`config.mk`:
```
export PLATFORM = sky130hd
export DESIGN_NAME = pmpd_power_ctrl
export DESIGN_NICKNAME = d
export VERILOG_FILES = /design/src/verilog/pmpd_pkg.sv /design/src/verilog/pmpd_div_if.sv /design/src/verilog/pmpd_clk_div.sv /design/src/verilog/pmpd_power_ctrl.sv
export SDC_FILE = /design/constraint.sdc
export NUM_CORES = 1
export LEC_CHECK = 0
export BUFFER_PORTS_ARGS = -buffer_cell sky130_fd_sc_hd__buf_4
export CAP_MARGIN = 25
export CELL_PAD_IN_SITES_DETAIL_PLACEMENT = 1
export CELL_PAD_IN_SITES_GLOBAL_PLACEMENT = 2
export CORE_UTILIZATION = 34
export CTS_CLUSTER_SIZE = 28
export DETAILED_ROUTE_END_ITERATION = 10
export PLACE_DENSITY = 0.87
export SETUP_SLACK_MARGIN = 0.3
export SLEW_MARGIN = 20
export SYNTH_ARGS = -nofsm -noshare
export SYNTH_HDL_FRONTEND = slang
export SYNTH_SLANG_ARGS = --single-unit
```
`constraint.sdc`:
```
create_clock -name CLK_SYS_I -period 5.5 [get_ports CLK_SYS_I]
set_clock_uncertainty 0.1 [all_clocks]
set_input_delay 0.55 -clock CLK_SYS_I [delete_from_list [all_inputs] [get_ports CLK_SYS_I]]
set_output_delay 0.55 -clock CLK_SYS_I [all_outputs]
set_load 0.02 [all_outputs]
```
`src/verilog/pmpd_pkg.sv`:
```
`default_nettype none
package pmpd_pkg;
  // ----------------------------------------------------------------
  // Timing
  // ----------------------------------------------------------------
  localparam int unsigned CLK_PERIOD_NS   = 5;
  localparam int unsigned LOCK_TYP_US     = 75;
  localparam int unsigned LOCK_MARGIN_PCT = 150;
  localparam int unsigned LOCK_MAX_NS     = LOCK_TYP_US * 1000 * (100 + LOCK_MARGIN_PCT) / 100;
  localparam int unsigned LOCK_CYCLES     = (LOCK_MAX_NS + CLK_PERIOD_NS - 1) / CLK_PERIOD_NS;
  localparam int unsigned SLEEP_DELAY_CYC = 8;
  localparam int unsigned AUX_DIV_FOUR    = 4;
  localparam int unsigned AUX_DIV_SIX     = 6;

  // ----------------------------------------------------------------
  // Register map and fields
  // ----------------------------------------------------------------
  localparam logic [11:0] CSR_OFFSET     = 12'h000;
  localparam logic [11:0] STATUS_OFFSET  = 12'h004;
  localparam int unsigned SLEEP_LSB      = 10;
  localparam int unsigned SLEEP_W        = 6;
  localparam int unsigned STAT_LOCK_BIT  = 0;
  localparam int unsigned STAT_CLKEN_BIT = 1;
  localparam int unsigned STAT_HALT_BIT  = 2;
  localparam int unsigned STAT_DEEP_BIT  = 3;
  localparam int unsigned STAT_MULT_LSB  = 4;
  localparam int unsigned MULT_W         = 5;

  localparam logic [5:0] SLEEP_RESET    = 6'h00;
  localparam logic [5:0] SLEEP_NONE     = 6'h00;
  localparam logic [5:0] SLEEP_HALT_EN  = 6'h09;
  localparam logic [5:0] SLEEP_HALT_ANY = 6'h11;
  localparam logic [5:0] SLEEP_PLL_OUT  = 6'h1a;
  localparam logic [5:0] SLEEP_PLL_IN   = 6'h1c;

  localparam logic [1:0] RATIO_BYPASS = 2'h0;
  localparam logic [1:0] RATIO_X6     = 2'h1;
  localparam logic [1:0] RATIO_X12    = 2'h2;
  localparam logic [4:0] MULT_X1      = 5'h01;
  localparam logic [4:0] MULT_X6      = 5'h06;
  localparam logic [4:0] MULT_X12     = 5'h0c;
  localparam logic [4:0] MULT_X20     = 5'h14;

  typedef enum logic [2:0] {ST_RUN, ST_ARM, ST_HALT, ST_PLL_OUT, ST_PLL_IN} pmpd_state_t;

  function automatic logic [4:0] pmpd_mult_of(input logic [1:0] ratio);
    case (ratio)
      RATIO_BYPASS: pmpd_mult_of = MULT_X1;
      RATIO_X6:     pmpd_mult_of = MULT_X6;
      RATIO_X12:    pmpd_mult_of = MULT_X12;
      default:      pmpd_mult_of = MULT_X20;
    endcase
  endfunction : pmpd_mult_of

  function automatic logic pmpd_is_sleep(input logic [5:0] field);
    pmpd_is_sleep = (field == SLEEP_HALT_EN) || (field == SLEEP_HALT_ANY) ||
                    (field == SLEEP_PLL_OUT) || (field == SLEEP_PLL_IN);
  endfunction : pmpd_is_sleep
endpackage : pmpd_pkg
`default_nettype wire

```
`src/verilog/pmpd_div_if.sv`:
```
`default_nettype none
interface pmpd_div_if;
  logic tick;
  logic clk_out;
  modport div  (input tick, output clk_out);
  modport ctrl (output tick, input clk_out);
endinterface : pmpd_div_if
`default_nettype wire

```
`src/verilog/pmpd_clk_div.sv`:
```
`default_nettype none
module pmpd_clk_div #(
  parameter int unsigned DIV = 4
) (
  input  wire logic clk_i,
  input  wire logic rst_n_i,
  pmpd_div_if.div   port_if
);
  localparam int unsigned HALF = DIV / 2;
  localparam int unsigned CW   = (HALF > 1) ? $clog2(HALF) : 1;

  logic [CW-1:0] cnt_reg;
  logic [CW-1:0] cnt_next;
  logic          out_reg;
  logic          out_next;

  // Counts CPU clock ticks only, so it stops whenever the CPU clock is gated
  always_comb begin
    cnt_next = cnt_reg;
    out_next = out_reg;
    if (port_if.tick) begin
      if (cnt_reg == CW'(HALF - 1)) begin
        cnt_next = '0;
        out_next = ~out_reg;
      end else begin
        cnt_next = cnt_reg + CW'(1);
      end
    end
  end

  always_ff @(posedge clk_i or negedge rst_n_i) begin
    if (!rst_n_i) begin
      cnt_reg <= '0;
      out_reg <= 1'b0;
    end else begin
      cnt_reg <= cnt_next;
      out_reg <= out_next;
    end
  end

  assign port_if.clk_out = out_reg;
endmodule : pmpd_clk_div
`default_nettype wire

```
`src/verilog/pmpd_power_ctrl.sv`:
```
// How it works
// (RULE1) CPU clock comes from the reference input, bypassed or PLL multiplied.
// (RULE2) Ratio pins 00 bypass, 01 x6, 10 x12, 11 x20.
// (RULE3) Undriven ratio pins read zero through pulldowns, giving bypass.
// (RULE4) Lock wait in multiply modes allows typical time plus 150 percent.
// (RULE5) Sleep gates only the main reference path; other input clocks run on.
// (RULE6) Sleep field sits in control bits 15..10, all resetting to zero.
// (RULE7) Software writes the whole six-bit sleep field at once.
// (RULE8) Software writes zero to reserved bit 15.
// (RULE9) Shallow halt takes effect eight cycles after the field write.
// (RULE10) Non-enabled interrupt wake resumes without servicing the interrupt.
// (RULE11) Enabled interrupt wake services the interrupt first, then resumes.
// (RULE12) Deeper sleeps ignore interrupts; only reset leaves them.
// (RULE13) Encodings 000000, 001001, 010001, 011010, 011100; others reserved.
// (RULE14) Shallow halt gates the CPU clock, interrupt logic and DMA keep running.
// (RULE15) Middle stops PLL output, deepest stops PLL input; state kept, pins frozen.
// (RULE16) Aux clocks are the CPU clock divided by four and by six.
// (RULE17) Ratio pins are sampled during reset and held until next reset.
//
// Design decisions made here: the APB slave port and the address map.
`default_nettype none
module pmpd_power_ctrl
  import pmpd_pkg::*;
#(
  parameter int unsigned LOCK_WAIT_CYC = LOCK_CYCLES
) (
  input  wire logic        CLK_SYS_I,
  input  wire logic        RESETN_I,
  input  wire logic        RATIO_SELECT_HI_I,
  input  wire logic        RATIO_SELECT_LO_I,
  input  wire logic        IRQ_ANY_I,
  input  wire logic        IRQ_ENABLED_I,
  input  wire logic        PSEL_I,
  input  wire logic        PENABLE_I,
  input  wire logic        PWRITE_I,
  input  wire logic [11:0] PADDR_I,
  input  wire logic [31:0] PWDATA_I,
  input  wire logic [3:0]  PSTRB_I,
  output logic             PREADY_O,
  output logic [31:0]      PRDATA_O,
  output logic             PSLVERR_O,
  output logic             CPU_CLK_EN_O,
  output logic             PLL_OUT_EN_O,
  output logic             PLL_IN_EN_O,
  output logic             PLL_LOCKED_O,
  output logic [4:0]       CLK_MULT_O,
  output logic             DMA_EN_O,
  output logic             IO_FREEZE_O,
  output logic             RESUME_O,
  output logic             TAKE_ISR_O,
  output logic             AUX_CLOCK_DIV_FOUR_O,
  output logic             AUX_CLOCK_DIV_SIX_O
);
  localparam int unsigned LW = $clog2(LOCK_WAIT_CYC + 1);
  localparam int unsigned DW = $clog2(SLEEP_DELAY_CYC);

  // ----------------------------------------------------------------
  // Pin synchronisers and strap capture
  // ----------------------------------------------------------------
  logic [1:0] ratio_meta_reg;
  logic [1:0] ratio_sync_reg;
  logic       strap_done_reg;
  logic       strap_done_next;
  logic [1:0] ratio_reg;
  logic [1:0] ratio_next;

  // No reset here so the pins are already sampled while reset is held
  always_ff @(posedge CLK_SYS_I) begin
    ratio_meta_reg <= {RATIO_SELECT_HI_I, RATIO_SELECT_LO_I};
    ratio_sync_reg <= ratio_meta_reg;
  end

  always_comb begin
    strap_done_next = 1'b1;
    ratio_next      = ratio_reg;
    if (!strap_done_reg) begin
      ratio_next = ratio_sync_reg; // RULE17 RULE3
    end
  end

  always_ff @(posedge CLK_SYS_I or negedge RESETN_I) begin
    if (!RESETN_I) begin
      strap_done_reg <= 1'b0;
      ratio_reg      <= RATIO_BYPASS;
    end else begin
      strap_done_reg <= strap_done_next;
      ratio_reg      <= ratio_next;
    end
  end

  // ----------------------------------------------------------------
  // APB slave
  // ----------------------------------------------------------------
  logic        pready_reg;
  logic        pready_next;
  logic [31:0] prdata_reg;
  logic [31:0] prdata_next;
  logic        pslverr_reg;
  logic        pslverr_next;
  logic        acc_first;
  logic        acc_done;
  logic        hit_csr;
  logic        hit_stat;
  logic        wr_csr;
  logic [5:0]  sleep_reg;
  logic [5:0]  sleep_next;
  logic [31:0] csr_word;
  logic [31:0] stat_word;

  pmpd_state_t state_reg;
  pmpd_state_t state_next;
  logic        locked_reg;

  assign hit_csr   = (PADDR_I[11:2] == CSR_OFFSET[11:2]);
  assign hit_stat  = (PADDR_I[11:2] == STATUS_OFFSET[11:2]);
  assign acc_first = PSEL_I & PENABLE_I & ~pready_reg;
  assign acc_done  = PSEL_I & PENABLE_I & pready_reg;
  assign wr_csr    = acc_done & PWRITE_I & hit_csr & PSTRB_I[1];

  always_comb begin
    csr_word                               = '0;
    csr_word[SLEEP_LSB +: SLEEP_W]         = sleep_reg; // RULE6
    stat_word                              = '0;
    stat_word[STAT_LOCK_BIT]               = locked_reg;
    stat_word[STAT_CLKEN_BIT]              = CPU_CLK_EN_O;
    stat_word[STAT_HALT_BIT]               = (state_reg == ST_HALT);
    stat_word[STAT_DEEP_BIT]               = (state_reg == ST_PLL_OUT) || (state_reg == ST_PLL_IN);
    stat_word[STAT_MULT_LSB +: MULT_W]     = CLK_MULT_O;
    pready_next  = acc_first;
    pslverr_next = acc_first & ~(hit_csr | hit_stat);
    prdata_next  = prdata_reg;
    if (acc_first && !PWRITE_I) begin
      prdata_next = hit_csr ? csr_word : (hit_stat ? stat_word : '0);
    end
  end

  always_ff @(posedge CLK_SYS_I or negedge RESETN_I) begin
    if (!RESETN_I) begin
      pready_reg  <= 1'b0;
      pslverr_reg <= 1'b0;
      prdata_reg  <= '0;
    end else begin
      pready_reg  <= pready_next;
      pslverr_reg <= pslverr_next;
      prdata_reg  <= prdata_next;
    end
  end

  // ----------------------------------------------------------------
  // PLL lock tracking
  // ----------------------------------------------------------------
  logic [LW-1:0] lock_cnt_reg;
  logic [LW-1:0] lock_cnt_next;
  logic          locked_next;

  always_comb begin
    lock_cnt_next = lock_cnt_reg;
    locked_next   = locked_reg;
    // Lock drops at the edge the PLL input stops, so status never shows a stale lock
    if (!strap_done_reg || state_next == ST_PLL_IN) begin
      lock_cnt_next = '0; // RULE15
      locked_next   = 1'b0;
    end else if (ratio_reg == RATIO_BYPASS) begin
      locked_next = 1'b1; // RULE1 RULE4
    end else if (lock_cnt_reg == LW'(LOCK_WAIT_CYC)) begin
      locked_next = 1'b1; // RULE4
    end else begin
      lock_cnt_next = lock_cnt_reg + LW'(1);
    end
  end

  always_ff @(posedge CLK_SYS_I or negedge RESETN_I) begin
    if (!RESETN_I) begin
      lock_cnt_reg <= '0;
      locked_reg   <= 1'b0;
    end else begin
      lock_cnt_reg <= lock_cnt_next;
      locked_reg   <= locked_next;
    end
  end

  // ----------------------------------------------------------------
  // Sleep sequencer
  // ----------------------------------------------------------------
  logic [DW-1:0] dly_reg;
  logic [DW-1:0] dly_next;
  logic          resume_next;
  logic          isr_next;
  logic          wake;

  assign wake = IRQ_ENABLED_I | ((sleep_reg == SLEEP_HALT_ANY) & IRQ_ANY_I);

  always_comb begin
    state_next  = state_reg;
    sleep_next  = sleep_reg;
    dly_next    = dly_reg;
    resume_next = 1'b0;
    isr_next    = 1'b0;
    case (state_reg)
      ST_RUN: begin
        // The field is only accepted whole; a halted core cannot issue writes
        if (wr_csr) begin
          sleep_next = PWDATA_I[SLEEP_LSB +: SLEEP_W]; // RULE6 RULE7
          dly_next   = '0;
          if (pmpd_is_sleep(PWDATA_I[SLEEP_LSB +: SLEEP_W])) begin
            state_next = ST_ARM; // RULE13
          end
        end
      end
      ST_ARM: begin
        dly_next = dly_reg + DW'(1);
        if (dly_reg == DW'(SLEEP_DELAY_CYC - 1)) begin
          case (sleep_reg) // RULE9 RULE13
            SLEEP_PLL_OUT: state_next = ST_PLL_OUT;
            SLEEP_PLL_IN:  state_next = ST_PLL_IN;
            default:       state_next = ST_HALT;
          endcase
        end
      end
      ST_HALT: begin
        if (wake) begin
          state_next  = ST_RUN;
          sleep_next  = SLEEP_NONE;
          resume_next = 1'b1; // RULE10
          isr_next    = IRQ_ENABLED_I; // RULE11
        end
      end
      ST_PLL_OUT,
      ST_PLL_IN: begin
        state_next = state_reg; // RULE12
      end
      default: begin
        state_next = ST_RUN;
      end
    endcase
  end

  // ----------------------------------------------------------------
  // Registered outputs
  // ----------------------------------------------------------------
  logic cpu_en_next;
  logic pll_out_next;
  logic pll_in_next;
  logic dma_next;
  logic freeze_next;
  logic deep_next;

  // Only the reference path is gated; no other input clock passes here
  always_comb begin
    deep_next    = (state_next == ST_PLL_OUT) || (state_next == ST_PLL_IN);
    cpu_en_next  = locked_next & ((state_next == ST_RUN) || (state_next == ST_ARM)); // RULE5 RULE14
    pll_out_next = ~deep_next; // RULE15
    pll_in_next  = (state_next != ST_PLL_IN); // RULE15
    dma_next     = ~deep_next; // RULE14
    freeze_next  = deep_next; // RULE15
  end

  always_ff @(posedge CLK_SYS_I or negedge RESETN_I) begin
    if (!RESETN_I) begin
      state_reg    <= ST_RUN;
      sleep_reg    <= SLEEP_RESET;
      dly_reg      <= '0;
      RESUME_O     <= 1'b0;
      TAKE_ISR_O   <= 1'b0;
      CPU_CLK_EN_O <= 1'b0;
      PLL_OUT_EN_O <= 1'b1;
      PLL_IN_EN_O  <= 1'b1;
      DMA_EN_O     <= 1'b1;
      IO_FREEZE_O  <= 1'b0;
      CLK_MULT_O   <= MULT_X1;
    end else begin
      state_reg    <= state_next;
      sleep_reg    <= sleep_next;
      dly_reg      <= dly_next;
      RESUME_O     <= resume_next;
      TAKE_ISR_O   <= isr_next;
      CPU_CLK_EN_O <= cpu_en_next;
      PLL_OUT_EN_O <= pll_out_next;
      PLL_IN_EN_O  <= pll_in_next;
      DMA_EN_O     <= dma_next;
      IO_FREEZE_O  <= freeze_next;
      CLK_MULT_O   <= pmpd_mult_of(ratio_reg); // RULE2
    end
  end

  assign PREADY_O     = pready_reg;
  assign PRDATA_O     = prdata_reg;
  assign PSLVERR_O    = pslverr_reg;
  assign PLL_LOCKED_O = locked_reg;

  // ----------------------------------------------------------------
  // Auxiliary clocks
  // ----------------------------------------------------------------
  localparam int unsigned AUX_DIVS [2] = '{AUX_DIV_FOUR, AUX_DIV_SIX};
  logic [1:0] aux_q;

  for (genvar g = 0; g < 2; g++) begin : g_aux
    pmpd_div_if div_if ();
    assign div_if.tick = CPU_CLK_EN_O; // RULE16
    assign aux_q[g]    = div_if.clk_out;
    pmpd_clk_div #(.DIV(AUX_DIVS[g])) u_div (
      .clk_i   (CLK_SYS_I),
      .rst_n_i (RESETN_I),
      .port_if (div_if.div)
    );
  end

  assign AUX_CLOCK_DIV_FOUR_O = aux_q[0];
  assign AUX_CLOCK_DIV_SIX_O  = aux_q[1];
endmodule : pmpd_power_ctrl
`default_nettype wire
```
==> out/qor.yml <==
yosysSeqAreaShare_pct: 52.5
synth_area_leaders: "dfrtp_1, buf_4, a22o_1, mux2i_1, nand2_1"
finalSetupViolations: 0
grt-ovfl-total: 0
post-synth-top-count-cell: "dfrtp_1"
rsz0062_at_grt: "no"
drive_gt1_share_pct: 25.5
cp-end-kind: "flip-flop"
path_clk_slew_ns: 0.08
grt_pass1_wl_um: 12400
synth_top_cell_by_area: "dfrtp_1"
antenna_found_initial: 0
dpl-instance-area_um2: 3730
power_frac_clock_pct: 41.1
async_flop_share_pct: 94.2
switching_share_pct: 25.3
fillers: 1039
final_cells: 486
hold_path.class: "primary input to asynchronous set/reset pin"
core_area_um2: 9240
drc: 0
nets: 413
finalCriticalPeriod_ns: 2.39
first_pass_iters: 4
finalHoldViolCount: 0
multi_input_area_um2: 1360
switchingPower_w: 0.000306
p_int_w: 0.000903
clk-insertion-delay-late_ns: 0.35
via_count: 2440
start_kind: "flip-flop"
critical_path_class: "flip-flop to flip-flop"
utilization_pct: 43.0
slew_viol_final: 0
dp_hpwl_um: 5300
area_growth_pct: 21.9
grt_pass1_vias: 2500
wl_um: 7420
drtAntennaViolNets: 0
row_count: 35
synth_ff_type: "dfrtp_1"
dp.cells: 470
largest_register_ffs: 16
viasPerCell: 5.02
initial_core_util_pct: 35.2
globalRouteTotalUtil_pct: 16.0
ctsLongestPathBuffers: 2
cts_tree: "built"
worstMarginPinSlew_ns: 1.01
seq_area_um2: 1710
syn_inst: 295
die-area_um2: 9970
ys.warnings.count: 0
root_buffer: "clkbuf_8"
io_pins: 106
yosysUniqueCellTypes: 60
power_density_nw_per_um2: 305
crit_fanout: 14
ir_worst_vdd_mv: 0.105
dieHeight_um: 99.9
htreeDepth: 3
numCtsBuffers: 9
n_antenna_cell: 0
fmax_mhz: 419
final.setup.tns_ns: 0
routedWlPerCell_um: 15.3
rr_worst_depth: 5
cts_setup_buffers: 0
status: "finished clean"
synth_seq_cells: 69
max-cap-violations: 0
worst-endpoint-required_ns: 5.68
fin_area_um2: 3970
place_congestion: 0.780
pwr-share-seq_pct: 47.4
max_slew_margin_pct: 32.6
timing.final.crit_share_pct: 43.4
cts_sinks: 69
grt_max_degree: 66
cts_resized: 0
yosysTopAreaCellShare_pct: 47.6
synth_edf_count: 0
die_w_um: 99.9
synth_area_um2: 3260
arrival_ns: 2.56
synth_commonest_cells: "dfrtp_1, nand2_1, buf_4"
p_comb_share_pct: 11.5
drtIter0Drc: 127
portBuffers: 57
leakage_nw: 1.87
hold_buffers: 0
synth.avg_cell_area_um2: 11.0
==> worst paths after layout <==
path	start	to	slack, ns
setup / recovery	dly_reg[0]	CPU_CLK_EN_O	3.11
hold / removal	RESETN_I	lock_cnt_reg[6]	0.20
setup reg to reg	dly_reg[0]	CPU_CLK_EN_O	3.11
hold reg to reg	ratio_meta_reg[1]	ratio_sync_reg[1]	0.24
max in group asynchronous	RESETN_I	RESUME_O	4.58
min in group CLK_SYS_I	RATIO_SELECT_HI_I	ratio_meta_reg[1]	0.21
==> final cells by class <==
| class | instances | area share, % |
|---|---|---|
| multi-input combinational | 197 | 34.4 |
| inverter | 18 | 1.70 |
| tap | 129 | 4.07 |
| sequential | 69 | 43.1 |
| clock buffer | 10 | 3.21 |
| timing repair buffer | 57 | 10.8 |
| clock inverter | 6 | 2.80 |
==> kinds of logic after synthesis <==
logic type / after synthesis / synth area share [%]
and+or+nand+nor: 102 / 19.7
DFF: 69 / 52.5
AOI/OAI and AO/OA: 53 / 12.5
buffers and inverters: 45 / 7.45
muxes: 16 / 5.03
adders and majority gates: 4 / 1.54
xor gates and xnor gates: 4 / 1.08
other: 2 / 0.231
==> routing by layer <==
metal  up-vias  part of all wire, %  track usage, %
met5         -                    0               0
met4         0                  2.3            8.48
met3        14                  4.9            2.92
met2        68                   47            26.2
met1      1220                   45            20.3
li1       1138                    -               -
==> placed cells by master, fill, tap and decap left out, drive strengths merged, types with 4 or more instances in the layout <==
master  count
dfrtp      62
buf        57
nand2      27
conb       18
inv        18
a22o       16
mux2i      13
a21oi      10
clkbuf     10
nand3       9
nand2b      8
or3         7
nor3        6
or4         6
nor2b       5
nor2        5
o21ai       5
nand4       5
o31ai       4
ha          4
dfxtp       4
nor4        4
==> metrics by stage <==
stage	power, W	worst slack [ns]	hold WS (ns)
CTS	0.00122	3.11	0.194
finish	0.00121	3.11	0.197
global route	0.00126	2.94	0.192
floorplan	0.000668	3.53	0.154
global placement	0.000717	3.20	0.212
detailed placement	0.000724	3.13	0.221
==> worst max-delay path, stage by stage, from the launching register on <==
cell and delay (ns):
dfrtp_1 0.40, ha_1 0.21, ha_1 0.21, nor4bb_1 0.18, a311oi_2 0.90, o2111a_1 0.32
==> power by group through the flow <==
stage	sequential [W]	clock, W	combinational [W]
finish	0.000573	0.000497	0.000139
global route	0.000579	0.000528	0.000155
detailed placement	0.000583	0	0.000141
CTS	0.000574	0.000509	0.000142
global placement	0.000580	0	0.000136
floorplan	0.000592	0	0.0000762
Note: power is estimated with default switching activity, not from simulation.
